File: config.mk
export PLATFORM = sky130hd
export DESIGN_NAME = cossd_top
export DESIGN_NICKNAME = d
export VERILOG_FILES = /design/src/cossd_pkg.sv /design/src/cossd_divider.sv /design/src/cossd_top.sv
export SDC_FILE = /design/constraint.sdc
export NUM_CORES = 1
export LEC_CHECK = 0
export ABC_AREA = 1
export BUFFER_PORTS_ARGS = -buffer_cell sky130_fd_sc_hd__buf_2
export CORE_AREA = 2 2 154 156
export CTS_CLUSTER_SIZE = 8
export DETAILED_ROUTE_END_ITERATION = 8
export DIE_AREA = 0 0 156 158
export GPL_TIMING_DRIVEN = 1
export PLACE_DENSITY_LB_ADDON = 0.25
export REMOVE_ABC_BUFFERS = 1
export SYNTH_ARGS = -nofsm -noshare
export SYNTH_HDL_FRONTEND = slang
export SYNTH_SLANG_ARGS = --single-unit
File: constraint.sdc
create_clock -name clk_sys -period 6.7 [get_ports clk_sys]
set_input_delay 1.005 -clock clk_sys [delete_from_list [all_inputs] [get_ports clk_sys]]
set_output_delay 1.005 -clock clk_sys [all_outputs]
set_load 0.05 [all_outputs]
File: src/cossd_pkg.sv
// Constants and types for the clock output shape, enable and stop block
package cossd_pkg;

    // ****************************************************************
    // Register port geometry
    // ****************************************************************
    localparam int ADDR_W  = 8;               // Byte address width
    localparam int DATA_W  = 8;               // Byte data width
    localparam int RATIO_W = 24;              // Divider configuration width
    localparam int PER_W   = 16;              // Frame period field width
    localparam int DIFF_N  = 8;               // Differential outputs
    localparam int SE_N    = 4;               // Single-ended outputs
    localparam int HALT_N  = 2;               // Stoppable outputs

    // ****************************************************************
    // Register offsets (multi-byte: lowest address holds top byte)
    // ****************************************************************
    localparam logic [7:0] ADDR_S1D_HI  = 8'h95; // Bits 23:16
    localparam logic [7:0] ADDR_S1D_MID = 8'h96; // Bits 15:8
    localparam logic [7:0] ADDR_S1D_LO  = 8'h97; // Bits 7:0
    localparam logic [7:0] ADDR_DIFF_EN = 8'hB0;
    localparam logic [7:0] ADDR_SE_EN   = 8'hB1;
    localparam logic [7:0] ADDR_STOP    = 8'hB8;

    // ****************************************************************
    // Reset values
    // ****************************************************************
    localparam logic [23:0] RST_S1D     = 24'h00_0032;
    localparam logic [7:0]  RST_DIFF_EN = 8'h00;
    localparam logic [7:0]  RST_SE_EN   = 8'h00;
    localparam logic [7:0]  RST_STOP    = 8'h00;
    localparam logic [7:0]  RD_ZERO     = 8'h00;

    // ****************************************************************
    // Divider configuration fields
    // ****************************************************************
    localparam int         MODE_HI    = 23;    // Shape select field top
    localparam int         MODE_LO    = 20;    // Shape select field bottom
    localparam logic [3:0] MODE_FRAME = 4'hF;  // Frame-pulse shape code
    localparam int         SEL_HI     = 17;    // Related clock select top
    localparam int         SEL_LO     = 16;    // Related clock select bottom
    localparam int         POL_BIT    = 18;    // 1 = inverted pulse
    localparam int         TYPE_BIT   = 19;    // 1 = edge-marked pulse
    localparam logic [1:0] SEL_A      = 2'h0;
    localparam logic [1:0] SEL_B      = 2'h1;
    localparam logic [1:0] SEL_C      = 2'h2;
    localparam logic [23:0] RATIO_MAX = 24'hEF_FFFF; // Largest plain ratio

    // ****************************************************************
    // Stop control fields and codes
    // ****************************************************************
    localparam int         STOP_C_LO  = 0;     // Synth 0 divider C field
    localparam int         STOP_D_LO  = 2;     // Synth 0 divider D field
    localparam logic [1:0] STOP_LOW   = 2'h2;  // Park low after fall
    localparam logic [1:0] STOP_HIGH  = 2'h3;  // Park high after rise

    // Per-output halt sequencing
    typedef enum logic [1:0] {HALT_RUN, HALT_PARKED} cossd_halt_type;

endpackage

File: src/cossd_divider.sv
// Counter that divides the system clock into a near 50% duty clock
`timescale 1ns/1ps
module cossd_divider #(
    parameter int WIDTH = 24
) (
    input  wire logic             clk_sys,
    input  wire logic             resetn,
    input  wire logic [WIDTH-1:0] ratio,
    output logic                  level,
    output logic                  rise,
    output logic                  fall
);

    // ****************************************************************
    // State
    // ****************************************************************
    logic [WIDTH-1:0] cnt_reg;             // Position within one period
    logic [WIDTH-1:0] cnt_next;
    logic             level_next;
    logic [WIDTH-1:0] eff;                 // Ratio clamped to at least 2
    localparam logic [WIDTH-1:0] TWO = WIDTH'(2);
    localparam logic [WIDTH-1:0] ONE = WIDTH'(1);

    // Next count and level; a ratio change takes hold at once for the
    // current period, and the count wraps next if already past the new end
    always_comb
    begin
        eff = (ratio < TWO) ? TWO : ratio;
        if (cnt_reg >= eff - ONE)
        begin
            cnt_next = '0;
        end
        else
        begin
            cnt_next = cnt_reg + ONE;
        end
        // Odd ratios leave the high phase one count short
        level_next = (cnt_next < (eff >> 1));
    end

    // Register count, level and edge pulses
    always_ff @(posedge clk_sys or negedge resetn)
    begin
        if (!resetn)
        begin
            cnt_reg <= '0;
            level   <= 1'b0;
            rise    <= 1'b0;
            fall    <= 1'b0;
        end
        else
        begin
            cnt_reg <= cnt_next;
            level   <= level_next;
            rise    <= level_next & ~level;
            fall    <= ~level_next & level;
        end
    end

endmodule

File: src/cossd_top.sv
// Output shape, output enable and stop control of the clock generator
//
// Notes on behaviour
// RQ1: Top nibble all ones selects frame pulse.
// RQ2: Otherwise all 24 bits are divide ratio.
// RQ3: Software keeps plain ratio at or below maximum.
// RQ4: Differential enable bit n drives output n.
// RQ5: Single-ended enable low nibble; upper nibble reserved.
// RQ6: Divider C stop: run, park low, park high.
// RQ7: Divider D stop uses the same coding.
// RQ8: Low sixteen bits count related periods per frame.
// RQ9: Related clock A, B or C; pulse one period.
// RQ10: Bit 18 inverts frame pulse polarity.
// RQ11: Bit 19 picks mid-pulse or edge-marked boundary.
// RQ12: Stop and restart only at clean edges.
`timescale 1ns/1ps
module cossd_top #(
    parameter int S1A_RATIO = 4,           // Related clock A divide
    parameter int S1B_RATIO = 8,           // Related clock B divide
    parameter int S1C_RATIO = 16,          // Related clock C divide
    parameter int S0C_RATIO = 4,           // Synth 0 divider C divide
    parameter int S0D_RATIO = 6            // Synth 0 divider D divide
) (
    input  wire logic                          clk_sys,
    input  wire logic                          resetn,
    input  wire logic [cossd_pkg::ADDR_W-1:0]  reg_addr,
    input  wire logic [cossd_pkg::DATA_W-1:0]  reg_wdata,
    input  wire logic                          reg_wr,
    input  wire logic                          reg_rd,
    output logic      [cossd_pkg::DATA_W-1:0]  reg_rdata,
    output logic      [cossd_pkg::DIFF_N-1:0]  differential_output_enable,
    output logic      [cossd_pkg::SE_N-1:0]    single_ended_output_enable,
    output logic                               divider_c_output,
    output logic                               divider_d_output,
    output logic                               synth1_divider_d_output
);
    import cossd_pkg::*;

    // ****************************************************************
    // Configuration registers
    // ****************************************************************
    logic [RATIO_W-1:0] s1d_cfg_reg;       // Divider D shape and ratio
    logic [RATIO_W-1:0] s1d_cfg_next;
    logic [DATA_W-1:0]  diff_en_reg;       // Differential enables
    logic [DATA_W-1:0]  diff_en_next;
    logic [DATA_W-1:0]  se_en_reg;         // Single-ended enables
    logic [DATA_W-1:0]  se_en_next;
    logic [DATA_W-1:0]  stop_reg;          // Stop controls
    logic [DATA_W-1:0]  stop_next;
    logic [DATA_W-1:0]  rdata_next;

    // Byte writes land in place; reads answer the next cycle
    always_comb
    begin
        s1d_cfg_next = s1d_cfg_reg;
        diff_en_next = diff_en_reg;
        se_en_next   = se_en_reg;
        stop_next    = stop_reg;
        rdata_next   = reg_rdata;
        if (reg_wr)
        begin
            if (reg_addr == ADDR_S1D_HI)
                s1d_cfg_next[23:16] = reg_wdata;
            else if (reg_addr == ADDR_S1D_MID)
                s1d_cfg_next[15:8] = reg_wdata;
            else if (reg_addr == ADDR_S1D_LO)
                s1d_cfg_next[7:0] = reg_wdata;
            else if (reg_addr == ADDR_DIFF_EN)
                diff_en_next = reg_wdata;        // RQ4
            else if (reg_addr == ADDR_SE_EN)
                se_en_next = reg_wdata;          // RQ5
            else if (reg_addr == ADDR_STOP)
                stop_next = reg_wdata;
        end
        if (reg_rd)
        begin
            if (reg_addr == ADDR_S1D_HI)
                rdata_next = s1d_cfg_reg[23:16];
            else if (reg_addr == ADDR_S1D_MID)
                rdata_next = s1d_cfg_reg[15:8];
            else if (reg_addr == ADDR_S1D_LO)
                rdata_next = s1d_cfg_reg[7:0];
            else if (reg_addr == ADDR_DIFF_EN)
                rdata_next = diff_en_reg;
            else if (reg_addr == ADDR_SE_EN)
                rdata_next = se_en_reg;
            else if (reg_addr == ADDR_STOP)
                rdata_next = stop_reg;
            else
                rdata_next = RD_ZERO;            // Unmapped reads as zero
        end
    end

    // Register file flops
    always_ff @(posedge clk_sys or negedge resetn)
    begin
        if (!resetn)
        begin
            s1d_cfg_reg <= RST_S1D;
            diff_en_reg <= RST_DIFF_EN;
            se_en_reg   <= RST_SE_EN;
            stop_reg    <= RST_STOP;
            reg_rdata   <= RD_ZERO;
        end
        else
        begin
            s1d_cfg_reg <= s1d_cfg_next;
            diff_en_reg <= diff_en_next;
            se_en_reg   <= se_en_next;
            stop_reg    <= stop_next;
            reg_rdata   <= rdata_next;
        end
    end

    // Enables come straight from their flops; low level tristates
    assign differential_output_enable = diff_en_reg;           // RQ4
    assign single_ended_output_enable = se_en_reg[SE_N-1:0];   // RQ5

    // ****************************************************************
    // Dividers
    // ****************************************************************
    logic [4:0] dv_level;                  // A, B, C, s0 C, s0 D
    logic [4:0] dv_rise;
    logic [4:0] dv_fall;
    logic       d_level;                   // Synth 1 divider D plain clock
    logic [RATIO_W-1:0] fixed_ratio [5];

    assign fixed_ratio[0] = RATIO_W'(S1A_RATIO);
    assign fixed_ratio[1] = RATIO_W'(S1B_RATIO);
    assign fixed_ratio[2] = RATIO_W'(S1C_RATIO);
    assign fixed_ratio[3] = RATIO_W'(S0C_RATIO);
    assign fixed_ratio[4] = RATIO_W'(S0D_RATIO);

    // Fixed dividers standing for the neighbouring post-dividers
    for (genvar g = 0; g < 5; g++)
    begin : g_div
        cossd_divider #(.WIDTH(RATIO_W)) u_div (
            .clk_sys (clk_sys),
            .resetn  (resetn),
            .ratio   (fixed_ratio[g]),
            .level   (dv_level[g]),
            .rise    (dv_rise[g]),
            .fall    (dv_fall[g])
        );
    end

    // Whole 24-bit field is the ratio in plain mode
    cossd_divider #(.WIDTH(RATIO_W)) u_div_d (
        .clk_sys (clk_sys),
        .resetn  (resetn),
        .ratio   (s1d_cfg_reg),                             // RQ2
        .level   (d_level),
        .rise    (),
        .fall    ()
    );

    // ****************************************************************
    // Frame pulse generator
    // ****************************************************************
    logic             frm_mode;            // Frame shape selected
    logic [1:0]       frm_sel;
    logic             rel_ok;              // Select names a real clock
    logic             rel_rise;            // Selected related clock edges
    logic             rel_fall;
    logic [PER_W-1:0] frm_last;            // Last count before boundary
    logic [PER_W-1:0] frm_cnt_reg;
    logic [PER_W-1:0] frm_cnt_next;
    logic             frm_act_reg;         // Pulse asserted, before polarity
    logic             frm_act_next;
    logic             d_out_next;

    assign frm_mode = (s1d_cfg_reg[MODE_HI:MODE_LO] == MODE_FRAME);  // RQ1
    assign frm_sel  = s1d_cfg_reg[SEL_HI:SEL_LO];

    // Related clock pick; the reserved code gives no edges at all
    always_comb
    begin
        rel_ok   = 1'b1;
        rel_rise = 1'b0;
        rel_fall = 1'b0;
        if (frm_sel == SEL_A)                                   // RQ9
        begin
            rel_rise = dv_rise[0];
            rel_fall = dv_fall[0];
        end
        else if (frm_sel == SEL_B)
        begin
            rel_rise = dv_rise[1];
            rel_fall = dv_fall[1];
        end
        else if (frm_sel == SEL_C)
        begin
            rel_rise = dv_rise[2];
            rel_fall = dv_fall[2];
        end
        else
        begin
            rel_ok = 1'b0;                 // Reserved code
        end
    end

    // Period counter and pulse state; a zero period acts as one
    always_comb
    begin
        frm_last = (s1d_cfg_reg[PER_W-1:0] == '0) ? '0
                 : s1d_cfg_reg[PER_W-1:0] - PER_W'(1);         // RQ8
        frm_cnt_next = frm_cnt_reg;
        frm_act_next = frm_act_reg;
        if (!frm_mode)
        begin
            frm_cnt_next = '0;
            frm_act_next = 1'b0;
        end
        else if (!rel_ok)
        begin
            // Without edges a live pulse would freeze, so drop it
            frm_cnt_next = '0;
            frm_act_next = 1'b0;                                // RQ9
        end
        else
        begin
            if (rel_rise)
                frm_cnt_next = (frm_cnt_reg >= frm_last) ? '0
                             : frm_cnt_reg + PER_W'(1);         // RQ8
            if (s1d_cfg_reg[TYPE_BIT])
            begin
                // Edge-marked: high from boundary rise to next rise
                if (rel_rise)
                    frm_act_next = (frm_cnt_reg >= frm_last);   // RQ11
            end
            else if (rel_fall)
            begin
                // Mid-pulse: half a period either side of boundary
                frm_act_next = (frm_cnt_reg >= frm_last);       // RQ11
            end
        end
        // Output mux; registered so the pin never sees a decode glitch
        d_out_next = frm_mode ? (frm_act_next ^ s1d_cfg_reg[POL_BIT]) // RQ10
                              : d_level;                        // RQ2
    end

    // Frame flops
    always_ff @(posedge clk_sys or negedge resetn)
    begin
        if (!resetn)
        begin
            frm_cnt_reg             <= '0;
            frm_act_reg             <= 1'b0;
            synth1_divider_d_output <= 1'b0;
        end
        else
        begin
            frm_cnt_reg             <= frm_cnt_next;
            frm_act_reg             <= frm_act_next;
            synth1_divider_d_output <= d_out_next;
        end
    end

    // ****************************************************************
    // Stop control for synth 0 dividers C and D
    // ****************************************************************
    cossd_halt_type    halt_reg  [HALT_N];
    cossd_halt_type    halt_next [HALT_N];
    logic [HALT_N-1:0] hout_reg;           // Gated clock levels
    logic [HALT_N-1:0] hout_next;
    logic [1:0]        hcode     [HALT_N];
    logic [HALT_N-1:0] park_hi_reg;        // Level at which output parked
    logic [HALT_N-1:0] park_hi_next;

    assign hcode[0] = stop_reg[STOP_C_LO+1:STOP_C_LO];          // RQ6
    assign hcode[1] = stop_reg[STOP_D_LO+1:STOP_D_LO];          // RQ7

    // Park only on the matching edge and leave only on the edge that
    // ends the parked level, so no runt reaches the pin
    always_comb
    begin
        for (int i = 0; i < HALT_N; i++)
        begin
            halt_next[i]    = halt_reg[i];
            hout_next[i]    = hout_reg[i];
            park_hi_next[i] = park_hi_reg[i];
            case (halt_reg[i])
                HALT_RUN:
                begin
                    hout_next[i] = dv_level[3+i];
                    if ((hcode[i] == STOP_LOW && dv_fall[3+i]) ||
                        (hcode[i] == STOP_HIGH && dv_rise[3+i]))  // RQ12
                    begin
                        halt_next[i]    = HALT_PARKED;
                        park_hi_next[i] = (hcode[i] == STOP_HIGH);
                    end
                end
                HALT_PARKED:
                begin
                    hout_next[i] = park_hi_reg[i];
                    if ((hcode[i] != STOP_LOW && hcode[i] != STOP_HIGH) &&
                        (park_hi_reg[i] ? dv_fall[3+i] : dv_rise[3+i]))
                    begin
                        halt_next[i] = HALT_RUN;                // RQ12
                        hout_next[i] = dv_level[3+i];
                    end
                end
                default:
                begin
                    halt_next[i] = HALT_RUN;
                end
            endcase
        end
    end

    // Stop flops
    always_ff @(posedge clk_sys or negedge resetn)
    begin
        if (!resetn)
        begin
            for (int i = 0; i < HALT_N; i++)
                halt_reg[i] <= HALT_RUN;
            hout_reg    <= '0;
            park_hi_reg <= '0;
        end
        else
        begin
            for (int i = 0; i < HALT_N; i++)
                halt_reg[i] <= halt_next[i];
            hout_reg    <= hout_next;
            park_hi_reg <= park_hi_next;
        end
    end

    assign divider_c_output = hout_reg[0];
    assign divider_d_output = hout_reg[1];

    // ****************************************************************
    // Assertions
    // ****************************************************************
    property p_plain_clock;
        @(posedge clk_sys) disable iff (!resetn)
        (!frm_mode && $past(!frm_mode)) |=>
            synth1_divider_d_output == $past(d_level);
    endproperty
    a_plain_clock: assert property (p_plain_clock) // RQ2
        else $error("plain mode output does not follow divider");

    property p_frame_mode;
        @(posedge clk_sys) disable iff (!resetn)
        !frm_mode |=> !frm_act_reg;
    endproperty
    a_frame_mode: assert property (p_frame_mode) // RQ1
        else $error("frame pulse active outside frame mode");

    property p_polarity;
        @(posedge clk_sys) disable iff (!resetn)
        (frm_mode && $stable(s1d_cfg_reg)) |->
            synth1_divider_d_output == (frm_act_reg ^ s1d_cfg_reg[POL_BIT]);
    endproperty
    a_polarity: assert property (p_polarity) // RQ10
        else $error("frame pulse polarity wrong");

    property p_period;
        @(posedge clk_sys) disable iff (!resetn)
        (frm_mode && $stable(s1d_cfg_reg)) |=> frm_cnt_reg <= frm_last;
    endproperty
    a_period: assert property (p_period) // RQ8
        else $error("frame period counter overran");

    property p_edge_type;
        @(posedge clk_sys) disable iff (!resetn)
        (frm_mode && s1d_cfg_reg[TYPE_BIT] && rel_rise &&
         frm_cnt_reg >= frm_last) |=> frm_act_reg && frm_cnt_reg == '0;
    endproperty
    a_edge_type: assert property (p_edge_type) // RQ11
        else $error("edge-marked pulse did not start at boundary");

    property p_reserved_sel;
        @(posedge clk_sys) disable iff (!resetn)
        (frm_mode && frm_sel == 2'h3) |=> !frm_act_reg;
    endproperty
    a_reserved_sel: assert property (p_reserved_sel) // RQ9
        else $error("reserved related clock made a pulse");

    property p_diff_en;
        @(posedge clk_sys) disable iff (!resetn)
        (reg_wr && reg_addr == ADDR_DIFF_EN) |=>
            differential_output_enable == $past(reg_wdata);
    endproperty
    a_diff_en: assert property (p_diff_en) // RQ4
        else $error("differential enable not written");

    property p_se_en;
        @(posedge clk_sys) disable iff (!resetn)
        (reg_wr && reg_addr == ADDR_SE_EN) |=>
            single_ended_output_enable == $past(reg_wdata[SE_N-1:0]);
    endproperty
    a_se_en: assert property (p_se_en) // RQ5
        else $error("single-ended enable not written");

    property p_park_c;
        @(posedge clk_sys) disable iff (!resetn)
        (halt_reg[0] == HALT_PARKED && hcode[0] == STOP_LOW) |=>
            !divider_c_output || $past(park_hi_reg[0]);
    endproperty
    a_park_c: assert property (p_park_c) // RQ6
        else $error("divider C did not hold low");

    property p_park_d;
        @(posedge clk_sys) disable iff (!resetn)
        (halt_reg[1] == HALT_RUN && hcode[1] == STOP_HIGH && dv_rise[4])
            |=> (halt_reg[1] == HALT_PARKED) [*2] ##0 divider_d_output;
    endproperty
    a_park_d: assert property (p_park_d) // RQ7
        else $error("divider D did not park high");

    property p_no_runt;
        @(posedge clk_sys) disable iff (!resetn)
        (halt_reg[0] == HALT_PARKED) ##1 (halt_reg[0] == HALT_RUN) |->
            $past(park_hi_reg[0] ? dv_fall[3] : dv_rise[3]);
    endproperty
    a_no_runt: assert property (p_no_runt) // RQ12
        else $error("divider C restarted off its edge");

endmodule

## Yosys cells after proc, flatten, opt, wreduce, memory -nomap -nowiden

Index checks and enable logic that the tools add are counted.

- Add/sub/neg operators: 9
- Bitwise logic cells: 26
- Reductions and logical operators: 26
- $lt $le $gt $ge: 14
- Muxes and demuxes: 45
- Eq/ne operators: 24

Operators by type and width:

| operator | number |
|---|---|
| $mux W24 | 7 |
| $add A24 B1 Y24 const B | 6 |
| $lt A24 B2 Y1 const B | 4 |
| $mux W16 | 5 |
| $eq A8 B8 Y1 const B | 6 |
| $ge A24 B2 Y1 const B | 2 |
| $ge A24 B3 Y1 const B | 2 |
| $mux W8 | 6 |
| $ge A24 B24 Y1 | 1 |
| $ge A24 B4 Y1 const B | 1 |
| $lt A24 B23 Y1 | 1 |
| $lt A24 B3 Y1 const B | 1 |
| $lt A24 B4 Y1 const B | 1 |
| $sub A24 B1 Y24 const B | 1 |
| $mux W1 | 19 |
| $add A16 B1 Y16 const B | 1 |
| $ge A16 B16 Y1 | 1 |
| $logic_not A16 Y1 | 1 |
| $ne A2 B2 Y1 const B | 8 |
| $sub A16 B1 Y16 const B | 1 |
| $not A1 Y1 | 15 |
| $and A1 B1 Y1 | 10 |
| $eq A2 B2 Y1 const B | 5 |
| $reduce_and A2 Y1 | 5 |
| 16 further kinds | 34 |

- Logic and storage cells: 182
- Register bits: 242
- Input bits: 20

## Depth between registers and ports, before layout

Gate-level depths: netlist of run 1.

- Depth after elaboration: 10
- Depth in mapped cells: 35
- Gate-level depth less buffers: 33

## Cells and area by module

From an unflattened synthesis of run 1, not the netlist that was laid out.

- Cell total of the unflattened synthesis: 3,180
- Area total of the unflattened synthesis: 22,990.8 um2

By module, submodules not included:

| module | times used | cells each | area an instance (um2) |
|---|---|---|---|
| cossd_divider (g_div[1].u_div ...) | 4 | 434 | 3,055.4 |
| cossd_top | 1 | 593 | 4,674.5 |
| cossd_divider (g_div[0].u_div) | 1 | 424 | 3,062.9 |
| cossd_divider (g_div[3].u_div) | 1 | 427 | 3,031.7 |

## Least setup slack after synthesis of run 1

Ideal clock, no wire load.

- Path type: reg2reg
- Start: register s1d_cfg_reg[4]
- End: register u_div_d.level
- Arrival time: 4.575 ns
- Slack: 2.052 ns
- Setup time: 0.073 ns
- Cell stages (with the launch flop): 33
- Buffers on the path: 2
- Data required time: 6.627 ns
- Clock period less this slack: 4.648 ns
- Path through: dfstp_2 > buf_6 > nor2_4 > inv_2 > nor2_4 > inv_1 > nor3_2 > nand3_2 > nand2_1 > ha_1 > nand2_1 > nor2_1 > nand2_1 > nor2_1 > nand3_1 > xor2_1 > ha_1 > nand2_1 > nor2_1 > nand3_1 > nor2_1 > nand2_1 > nand2_1 > clkbuf_1 > nor3_1 > ha_1 > a21oi_1 > o21ai_0 > a21oi_1 > o21bai_1 > a221oi_1 > nand2_1 > a21oi_2

- Longest elaborated chain between the ends: 6

Ends and longest elaborated chain:

| element | line | source |
|---|---|---|
| start, declared | cossd_top.sv:42 | `logic [RATIO_W-1:0] s1d_cfg_reg;` |
| start signal, assigned | cossd_top.sv:107 | `s1d_cfg_reg <= s1d_cfg_next;` |
| $lt A24 B2 Y1 | cossd_divider.sv:28 | `eff = (ratio < TWO) ? TWO : ratio;` |
| $mux W24 * | cossd_divider.sv:28 |  |
| $sub A24 B1 Y24 * | cossd_divider.sv:29 | `if (cnt_reg >= eff - ONE)` |
| $ge A24 B24 Y1 * | cossd_divider.sv:29 |  |
| $mux W24 * | cossd_divider.sv:29 |  |
| via u_div_d.cnt_next[19] | cossd_divider.sv:18 | `logic [WIDTH-1:0] cnt_next;` |
| $lt A24 B23 Y1 * | cossd_divider.sv:38 | `level_next = (cnt_next < (eff >> 1));` |
| via u_div_d.level_next | cossd_divider.sv:19 | `logic level_next;` |
| end signal, assigned | cossd_divider.sv:54 | `level <= level_next;` |
| end, declared | cossd_divider.sv:9 | `output logic level,` |

The timed path passes the listed nets; every way through them passes the cells marked *.
A chain may end at the register's enable or synchronous reset.

## Worst setup path after layout of run 1

- Start: register s1d_cfg_reg[10]
- End: register u_div_d.level

Same word-level chain as after synthesis.

==> results.md, run 1 <==
* Worst hold endpoint: g_div[2].u_div.rise
* # placed instances at 1622
* Worst reg2reg path depth at 30
* Clk pin slew, worst setup/hold paths at approximately 0.06 ns
* CP max-delay cell: nor3b_1
* Max IR drop VDD at 0.000242 V
* First-pass GRT wire length at 41800 µm
* Largest net degree at the start of global routing at approximately 110
* Hold path depth at 1
* CTS sink count at 240
* Crit-path max FO at 22
* Fill count at around 2000
* Hold Fails Final Rpt at 0
* Clock Skew at 0.0176 ns
* Mux contribution to synthesized area at 0%
* Main combinational cell family by area after synthesis: simple AND/OR/NAND/NOR gates
* Hold Worst Slack at 0.423 ns
* Internal at approximately 2.7 mW
* Worst EP arrival at 6.54 ns
* Die ar. at 0.0246 mm²
* Switching share of power at 30.2%
* CP Capture Type: flop
* Vias/cell at 4.98
* Worst Setup Path Type: reg -> reg
* Mapped Cells at 1204
* Met3 WL at 1150 µm
* Gp weighted congestion at 0.898
* IO Count at 43
* Post-synth EDFFs at 0
* Ys async rst share at 100%
* DR vias at 8321
* Max-slew violations at 0
* Adder-cell share of the synthesized area at 8.22%
* WL per Instance at ~15 µm
* Part of the Yosys area used for sequential elements at between 50% and 60%
* Post-CTS sizing at 0
* Multi-input logic area at 0.00498 mm²
* Core Util, Final at between 50% and 60%
* Syn-to-layout area delta at 16.3%
* Register-to-register path setup slack at 0.60 ns
* Outcome: finished, final reports clean
* Critical R2R Capture: u_div_d.level
* H-Tree Depth at 2
* Slew at the pin with the worst max-slew slack at 0.890 ns
* Post-synthesis compound-gate area fraction at 7.61%
* Global route overflow at 0
* Metal1 wirelength at 11900 µm
* Final ANT Viol Nets at 0
* Max clock buf depth at 3
* Number of CTS-inserted buffers at 35
* Crit path top cell by count: nand2_1
* Main synth FF type: dfrtp_1
* Mapped cell area at between 0.01 and 0.015 mm²
* PD cells at 299 mW/mm²
* Ant diodes at 0
* Final setup vio count at 0
* Yosys warns at 0
* Drt pass-1 iters at 5
* RSZ-0062 raised after global routing: false
* Total Power at between 3 and 4 mW
* Fin Setup TNS at 0 ns
* WP data required at 7.14 ns
* Highest metal used: met4
* Period utilization at 91.1%
* Clock Latency Late Sink at 0.52 ns
* Yosys reg bits at 240
* DRC at 0
* Average size of a mapped cell at approximately 9.4 µm²
* Core Region at 0.0231 mm²
* Drt total wl at roughly 25000 µm
* Initial antenna violation count at 0
* Count of cell types in the netlist at 53
* Xor/xnor share of the synthesized area at 3.11%
* Combinational share of power at between 15 and 20%
* Post-synthesis simple-gate area fraction at 21.8%
* Post-CTS Setup Inserts at 0
* Largest register FFs at 120
* Slowest stage delay, CP at 0.55 ns
* CP top delay family: simple AND/OR/NAND/NOR gates
* # rows at 56
* Leakage at roughly 6.7 nW
* Switching power at roughly 1.2 mW
* Initial core utilization at 48.8%
* DIE WIDTH at 156 µm
* Min cycle time layout at 6.10 ns
* WL met2 at 11700 µm
* Seq pwr share at 40.3%
* 1st-iter DRT viols at 597
* CTS Hold Buffers Added at 0
* Max Freq at 164 MHz
* Clock share of power at 40.2%
* Worst hold path class: reg -> reg
* Port bufs at 42
* RR Startpoint: s1d_cfg_reg[10]
* Root buf cell: clkbuf_16
* Share of layout cells above drive strength 1 at 9.12%
* CTS tree: yes
* Total of max-cap violations at 0
* Relative max-transition margin at 40.7%
* Critical Path Start Type: flop
* Hold Crit Start: g_div[2].u_div.level
* Finished Layout Cells at roughly 1700
* DP Wirelength at approximately 19000 µm
* Nets@finish at 1463
* Gr usage total at 21.7%
* Worst path buffer plus inverter count at 3
* Vias in the first global route at between 8000 and 9000
* Storage cell area at 0.00601 mm²
* Die Ht at 158 µm
-- synthesized netlist by cell type, types with 2 or more instances --
| cell type | count | area share, % |
|---|---|---|
| nor2_4 | 3 | 0.30 |
| o21ai_0 | 85 | 3.8 |
| nor2_1 | 110 | 3.7 |
| nor3b_1 | 5 | 0.33 |
| or2_2 | 2 | 0.11 |
| nor4_1 | 22 | 1.2 |
| buf_6 | 2 | 0.20 |
| o21ai_1 | 5 | 0.22 |
| xor2_1 | 36 | 2.8 |
| dfstp_2 | 3 | 0.70 |
| nand2_1 | 251 | 8.4 |
| buf_4 | 8 | 0.53 |
| a21oi_1 | 39 | 1.7 |
| nor2_2 | 7 | 0.39 |
| inv_2 | 7 | 0.23 |
| nand3_1 | 63 | 2.8 |
| nand3_2 | 4 | 0.36 |
| a221oi_1 | 3 | 0.23 |
| a22o_1 | 2 | 0.16 |
| nand2_4 | 2 | 0.20 |
| nand2_2 | 2 | 0.11 |
| ha_1 | 74 | 8.2 |
| a211oi_1 | 2 | 0.13 |
| a21o_1 | 3 | 0.20 |
| clkbuf_1 | 3 | 0.10 |
| nor3_4 | 2 | 0.29 |
| o21bai_1 | 3 | 0.20 |
| buf_2 | 5 | 0.22 |
| nor3_2 | 6 | 0.53 |
| inv_1 | 134 | 4.5 |
| nand3b_1 | 2 | 0.13 |
| dfrtp_1 | 237 | 53 |
| o221ai_1 | 3 | 0.23 |
| o22ai_1 | 5 | 0.28 |
| xnor2_1 | 4 | 0.31 |
| nand4_1 | 23 | 1.3 |
| nor3_1 | 21 | 0.93 |
-- stage by stage --
stage | cell area, µm² | worst slack [ns]
2_1_floorplan | 11500 | 2.01
3_3_place_gp | 12100 | 1.05
3_5_place_dp | 12100 | 0.762
4_1_cts | 13100 | 0.731
5_1_grt | 13100 | 0.167
6_report | 13100 | 0.598
-- how the worst max path moves through the flow --
stage	start	endpoint	slack (ns)	depth (start not counted)
after floorplan	s1d_cfg_reg[8]	u_div_d.level	2.01	30
after global placement	s1d_cfg_reg[10]	u_div_d.level	1.05	30
after detailed placement	s1d_cfg_reg[10]	u_div_d.level	0.76	30
after CTS	s1d_cfg_reg[10]	u_div_d.level	0.73	30
after global routing	s1d_cfg_reg[10]	u_div_d.level	0.17	30
final	s1d_cfg_reg[10]	u_div_d.level	0.60	30
-- worst reg2reg max path, delay by kind of cell (launching register included) --
kind / cells / cell delay [ns]
AOI/OAI and AO/OA: 6 / 0.99
DFF: 1 / 0.42
and+or+nand+nor: 17 / 3.22
buffers and inverters: 3 / 0.34
xor gates and xnor gates: 1 / 0.23
adders and majority gates: 3 / 0.80
-- cell usage in the layout, fill, tap and decap left out, types with 3 or more instances in the layout --
cell type and instances:
nand2_1 251, dfrtp_1 237, inv_1 134, nor2_1 110, conb_1 104, o21ai_0 85
ha_1 74, nand3_1 63, buf_2 41, a21oi_1 39, xor2_1 36, clkbuf_16 35
nand4_1 23, nor4_1 22, nor3_1 21, clkbuf_1 12, inv_2 7, nor2_2 7
nor3_2 6, nor3b_1 5, o22ai_1 5, o21ai_1 5, nand3_2 4, xnor2_1 4
nor2_4 3, a21o_1 3, o21bai_1 3, a221oi_1 3, o221ai_1 3, dfstp_2 3
-- power groups by stage --
stage	clock network [mW]	registers [mW]	logic, mW
4_1_cts	1.62	1.58	0.759
3_5_place_dp	0	1.60	0.755
6_report	1.57	1.58	0.764
3_3_place_gp	0	1.60	0.743
5_1_grt	1.67	1.59	0.878
2_1_floorplan	0	1.61	0.513
-- per-layer routing --
layer | track usage (%) | up-vias
li1 | - | 4198
met1 | 29.6 | 3915
met2 | 35.8 | 162
met3 | 4.16 | 46
met4 | 6.03 | 0
met5 | 0 | -
-- cells by family after synthesis --
family,after synthesis
AO/OA/AOI/OAI,156
XOR/XNOR,40
adder cells (fa/ha/maj),74
buffers and inverters,161
flip-flops,240
other,1
AND/OR/NAND/NOR,532
-- cell type report --
cell class | count | share of cell area, %
Sequential cell | 240 | 45.9
Multi-Input combinational cell | 906 | 38.0
Clock buffer | 47 | 7.03
Inverter | 142 | 4.07
Tap cell | 290 | 2.77
Timing Repair Buffer | 44 | 1.80
Clock inverter | 3 | 0.420
(Power assumes the default switching activity.)
==> inputs of run 2 (changes only) <==
- CORE_AREA: 2 2 154 156 -> 2 2 197 199
- DIE_AREA: 0 0 156 158 -> 0 0 199 201
==> run 2 against run 1 <==
Critical endpoint unchanged. Critical path type unchanged. Final area rose by 2.9%. Combinational power fell by 2%. Wire length rose by 2.7%.
==> results.md, run 2 (synthesized netlist as in run 1, its figures left out) <==
* Die ar. at roughly 0.04 mm²
* Nets@finish at 1464
* IO Count at 43
* Initial core utilization at 29.5%
* PD cells at 296 mW/mm²
* RR Startpoint: s1d_cfg_reg[10]
* Critical Path Start Type: flop
* Clock Skew at 0.0135 ns
* Slew at the pin with the worst max-slew slack at approximately 0.96 ns
* Post-CTS sizing at 0
* Worst hold path class: reg -> reg
* CP max-delay cell: dfrtp_1
* H-Tree Depth at 2
* Fin Setup TNS at 0 ns
* Root buf cell: clkbuf_16
* DP Wirelength at 19300 µm
* Die Ht at around 200 µm
* Largest register FFs at 120
* Period utilization at 86.6%
* Most frequent cells in the layout: nand2_1, dfrtp_1, inv_1
* Gr usage total at between 10 and 15%
* Max-slew violations at 0
* Core Region at around 0.038 mm²
* Initial antenna violation count at 0
* # rows at 72
* Total Power at 3.98 mW
* Crit-path max FO at 13
* Global route overflow at 0
* Total of max-cap violations at 0
* Critical R2R Capture: u_div_d.level
* Clock Latency Late Sink at between 0.5 and 0.6 ns
* Leakage at 6.72 nW
* Port bufs at 42
* Final setup vio count at 0
* Post-CTS Setup Inserts at 0
* Register-to-register path setup slack at 0.89 ns
* WP data required at 7.15 ns
* CTS tree: yes
* Max IR drop VDD at 0.000183 V
* Drt pass-1 iters at 5
* Fill count at 3851
* WL per Instance at ~14 µm
* Drt total wl at approximately 26000 µm
* DRC at 0
* Relative max-transition margin at between 30% and 40%
* Gp weighted congestion at 0.887
* Share of layout cells above drive strength 1 at 9.20%
* Storage cell area at 0.00601 mm²
* Vias in the first global route at 8281
* Vias/cell at 4.37
* CTS sink count at 240
* Worst Setup Path Type: reg -> reg
* Hold Worst Slack at 0.418 ns
* Worst setup path endpoint: u_div_d.level
* DR vias at 8348
* Ant diodes at 0
* Outcome: finished, final reports clean
* Slowest stage delay, CP at roughly 0.42 ns
* Syn-to-layout area delta at 19.7%
* Worst reg2reg path depth at 31
* Critical path origin: s1d_cfg_reg[10]
* Multi-input logic area at 0.00498 mm²
* Min cycle time layout at 5.81 ns
* Max Freq at 172 MHz
* Max clock buf depth at 3
* First-pass GRT wire length at 43200 µm
* RSZ-0062 raised after global routing: false
* Crit path top cell by count: nand2_1
* Clk pin slew, worst setup/hold paths at approximately 0.06 ns
* Number of CTS-inserted buffers at 36
* Commonest non-fill, non-tap cell in the layout: nand2_1
* Worst EP arrival at around 6.3 ns
* Final ANT Viol Nets at 0
* Hold Fails Final Rpt at 0
* 1st-iter DRT viols at 416
* Largest net degree at the start of global routing at 168
* DIE WIDTH at 199 µm
* CP Capture Type: flop
* CTS Hold Buffers Added at 0
run 2: cell count changes in the layout (fill, tap and decap cells not counted), sizes merged:
cell	delta
inv	-1
clkinv	+1
clkbuf	+10
run 2: how the worst min path moves through the flow:
stage,start,to,slack [ns],depth (start not counted)
after global placement,g_div[0].u_div.level,g_div[0].u_div.rise,0.41,1
final,g_div[0].u_div.level,g_div[0].u_div.rise,0.42,1
after CTS,g_div[0].u_div.level,g_div[0].u_div.rise,0.42,1
after global routing,g_div[0].u_div.level,g_div[0].u_div.rise,0.43,1
after detailed placement,g_div[0].u_div.level,g_div[0].u_div.rise,0.41,1
after floorplan,g_div[2].u_div.level,g_div[2].u_div.rise,0.40,1
run 2: report_power, final:
part / internal (mW) / switching, mW
Combinational: 0.249 / 0.501
Sequential: 1.53 / 0.0504
Clock: 1.02 / 0.631
Total: 2.80 / 1.18
run 2: worst max-delay path, delay by kind of cell, from the launching register on:
kind                     cells  cell delay, ns
AND/OR/NAND/NOR             17            2.74
AO/OA/AOI/OAI                6            0.94
adder cells (fa/ha/maj)      3            0.77
buffers and inverters        4            0.67
flip-flops                   1            0.42
XOR/XNOR                     1            0.21
run 2: area by class of cell:
cell class	count	share of cell area [%]
tap	518	4.81
sequential	240	44.6
inverter	142	3.96
clock buffer	57	7.43
timing repair buffer	44	1.84
clock inverter	3	0.409
multi-input combinational	906	37.0
run 2: metal layers:
metal	vias up	wire, µm	global-route usage, %
met5	-	0	0
met4	0	839	5.57
met3	50	989	2.20
met2	151	12100	21.8
met1	3946	12100	18.4
li1	4201	-	-
run 2: per-stage QoR:
| stage | setup WS (ns) | instance area (µm²) | util (%) | cells |
|---|---|---|---|---|
| floorplan | 2.01 | 11500 | - | 1288 |
| global placement | 1.17 | 12400 | 32.6 | 1850 |
| detailed placement | 0.941 | 12400 | 32.6 | 1850 |
| CTS | 0.906 | 13500 | 35.4 | 1910 |
| global route | 0.221 | 13500 | 35.4 | 1910 |
| finish | 0.894 | 13500 | 35.4 | 1910 |
==> inputs of run 3 (changes only) <==
- BUFFER_PORTS_ARGS: -buffer_cell sky130_fd_sc_hd__buf_2 -> unset
- DONT_BUFFER_PORTS: unset -> 1
==> run 3 against run 2 <==
Via count down 2.6%. Setup slack worse by 0.15 ns. Sequential share of layout area up 0.97 points. Global-route usage up 0.21 points. Non-clock buffer count down 44. Die area unchanged. Clock skew up 0.0071 ns. Critical endpoint unchanged. Sequential cell count unchanged.
==> results.md, run 3 (synthesized netlist as in run 1, its figures left out) <==
* Hold Fails Final Rpt at 0
* RR Startpoint: s1d_cfg_reg[10]
* Seq pwr share at 40.8%
* DP Wirelength at 19200 µm
* PD cells at 298 mW/mm²
* Vias in the first global route at 8223
* Most frequent cells in the layout: nand2_1, dfrtp_1, inv_1
* Die Ht at ~200 µm
* Max Freq at 168 MHz
* # placed instances at 1806
* Metal1 wirelength at 11900 µm
* Gr usage total at about 14%
* DR vias at 8129
* Clock Latency Late Sink at 0.53 ns
* CTS sink count at between 200 and 250
* Ant diodes at 0
* Max IR drop VDD at 0.000175 V
* Port bufs at 0
* WL met2 at 12300 µm
* Nets@finish at around 1400
* 1st-iter DRT viols at 478
* Switching share of power at 29.7%
* Highest metal used: met4
* First-pass GRT wire length at 43600 µm
* CTS Hold Buffers Added at 0
* IO Count at 43
* Post-CTS Setup Inserts at 0
* Leakage at 6.50 nW
* CP top delay family: simple AND/OR/NAND/NOR gates
* Met3 WL at 1290 µm
* Drt pass-1 iters at 7
* Largest net degree at the start of global routing at 241
* Die ar. at about 0.040 mm²
* CP Capture Type: flop
* Final setup vio count at 0
* Critical Path Start Type: flop
* Total Power at 3.93 mW
* Min cycle time layout at just under 6 ns
* Fin Setup TNS at 0 ns
* Internal at 2.77 mW
* Clk pin slew, worst setup/hold paths at 0.06 ns
* Crit path top cell by count: nand2_1
* Period utilization at 88.8%
* Commonest non-fill, non-tap cell in the layout: nand2_1
* H-Tree Depth at 2
* Worst Setup Path Type: reg -> reg
* Worst path buffer plus inverter count at 3
* Global route overflow at 0
* Worst hold path class: in -> async
* Drt total wl at approximately 26000 µm
* Initial antenna violation count at 0
* Clock Skew at between 0.02 and 0.025 ns
* Syn-to-layout area delta at 17.1%
* Crit-path max FO at 22
* Final ANT Viol Nets at 0
* Worst reg2reg path depth at 32
* DRC at 0
* Finished Layout Cells at between 1500 and 2000
* Share of layout cells above drive strength 1 at 6.33%
* Register-to-register path setup slack at between 0.7 and 0.8 ns
* Post-CTS sizing at 0
* Root buf cell: clkbuf_16
* Gp weighted congestion at 0.865
* Critical R2R Capture: u_div_d.level
* Relative max-transition margin at roughly 36%
* # rows at between 70 and 80
* Slowest stage delay, CP at ~0.54 ns
* Combinational share of power at 17.5%
* DIE WIDTH at 199 µm
* RSZ-0062 raised after global routing: false
* Slew at the pin with the worst max-slew slack at 0.949 ns
* Vias/cell at 4.37
* Switching power at roughly 1.2 mW
* Max-slew violations at 0
* Initial core utilization at 29.5%
* Largest register FFs at 120
* Total of max-cap violations at 0
* Clock share of power at 41.7%
* WP data required at 7.17 ns
* WL per Instance at 14.1 µm
* Fill count at a little under 4000
* Worst EP arrival at 6.42 ns
* CTS tree: yes
* Core Region at between 0.03 and 0.04 mm²
* Max clock buf depth at 3
* CP max-delay cell: nand2_1
* Number of CTS-inserted buffers at 36
* Outcome: finished, final reports clean
==> run 3: cell type report <==
class / count / area [µm²] / share of cell area [%]
clock buffer: 50 / 963 / 7.31
inverter: 142 / 533 / 4.04
clock inverter: 4 / 52.6 / 0.399
tap: 518 / 648 / 4.92
multi-input combinational: 906 / 4980 / 37.8
sequential: 240 / 6010 / 45.6
==> run 3: layer usage <==
metal  vias to the layer above  track usage, %
li1                       4097               -
met1                      3842            18.1
met2                       142            22.6
met3                        48            2.96
met4                         0            4.77
met5                         -               0
==> run 3: stage by stage <==
step	area, µm²	hold WS, ns	setup slack, ns	util [%]
global route	13200	0.154	0.193	34.6
detailed placement	12200	0.415	0.785	31.9
finish	13200	0.181	0.747	34.6
CTS	13200	0.176	0.773	34.6
global placement	12200	0.408	0.983	31.9
floorplan	11500	0.401	2.01	-
==> run 3: worst max-delay path by stage <==
stage	cells after the start	end	slack, ns	from
2_1_floorplan	30	u_div_d.level	2.01	s1d_cfg_reg[8]
3_3_place_gp	32	u_div_d.level	0.98	s1d_cfg_reg[7]
3_5_place_dp	32	u_div_d.level	0.79	s1d_cfg_reg[7]
4_1_cts	32	u_div_d.level	0.77	s1d_cfg_reg[7]
5_1_grt	30	u_div_d.level	0.19	s1d_cfg_reg[10]
6_report	32	u_div_d.level	0.75	s1d_cfg_reg[10]
==> run 3: power groups by stage <==
stage,clock [mW],combinational [mW],sequential [mW]
floorplan,0,0.513,1.61
finish,1.64,0.689,1.61
global route,1.76,0.806,1.62
CTS,1.70,0.693,1.61
detailed placement,0,0.690,1.63
global placement,0,0.676,1.63
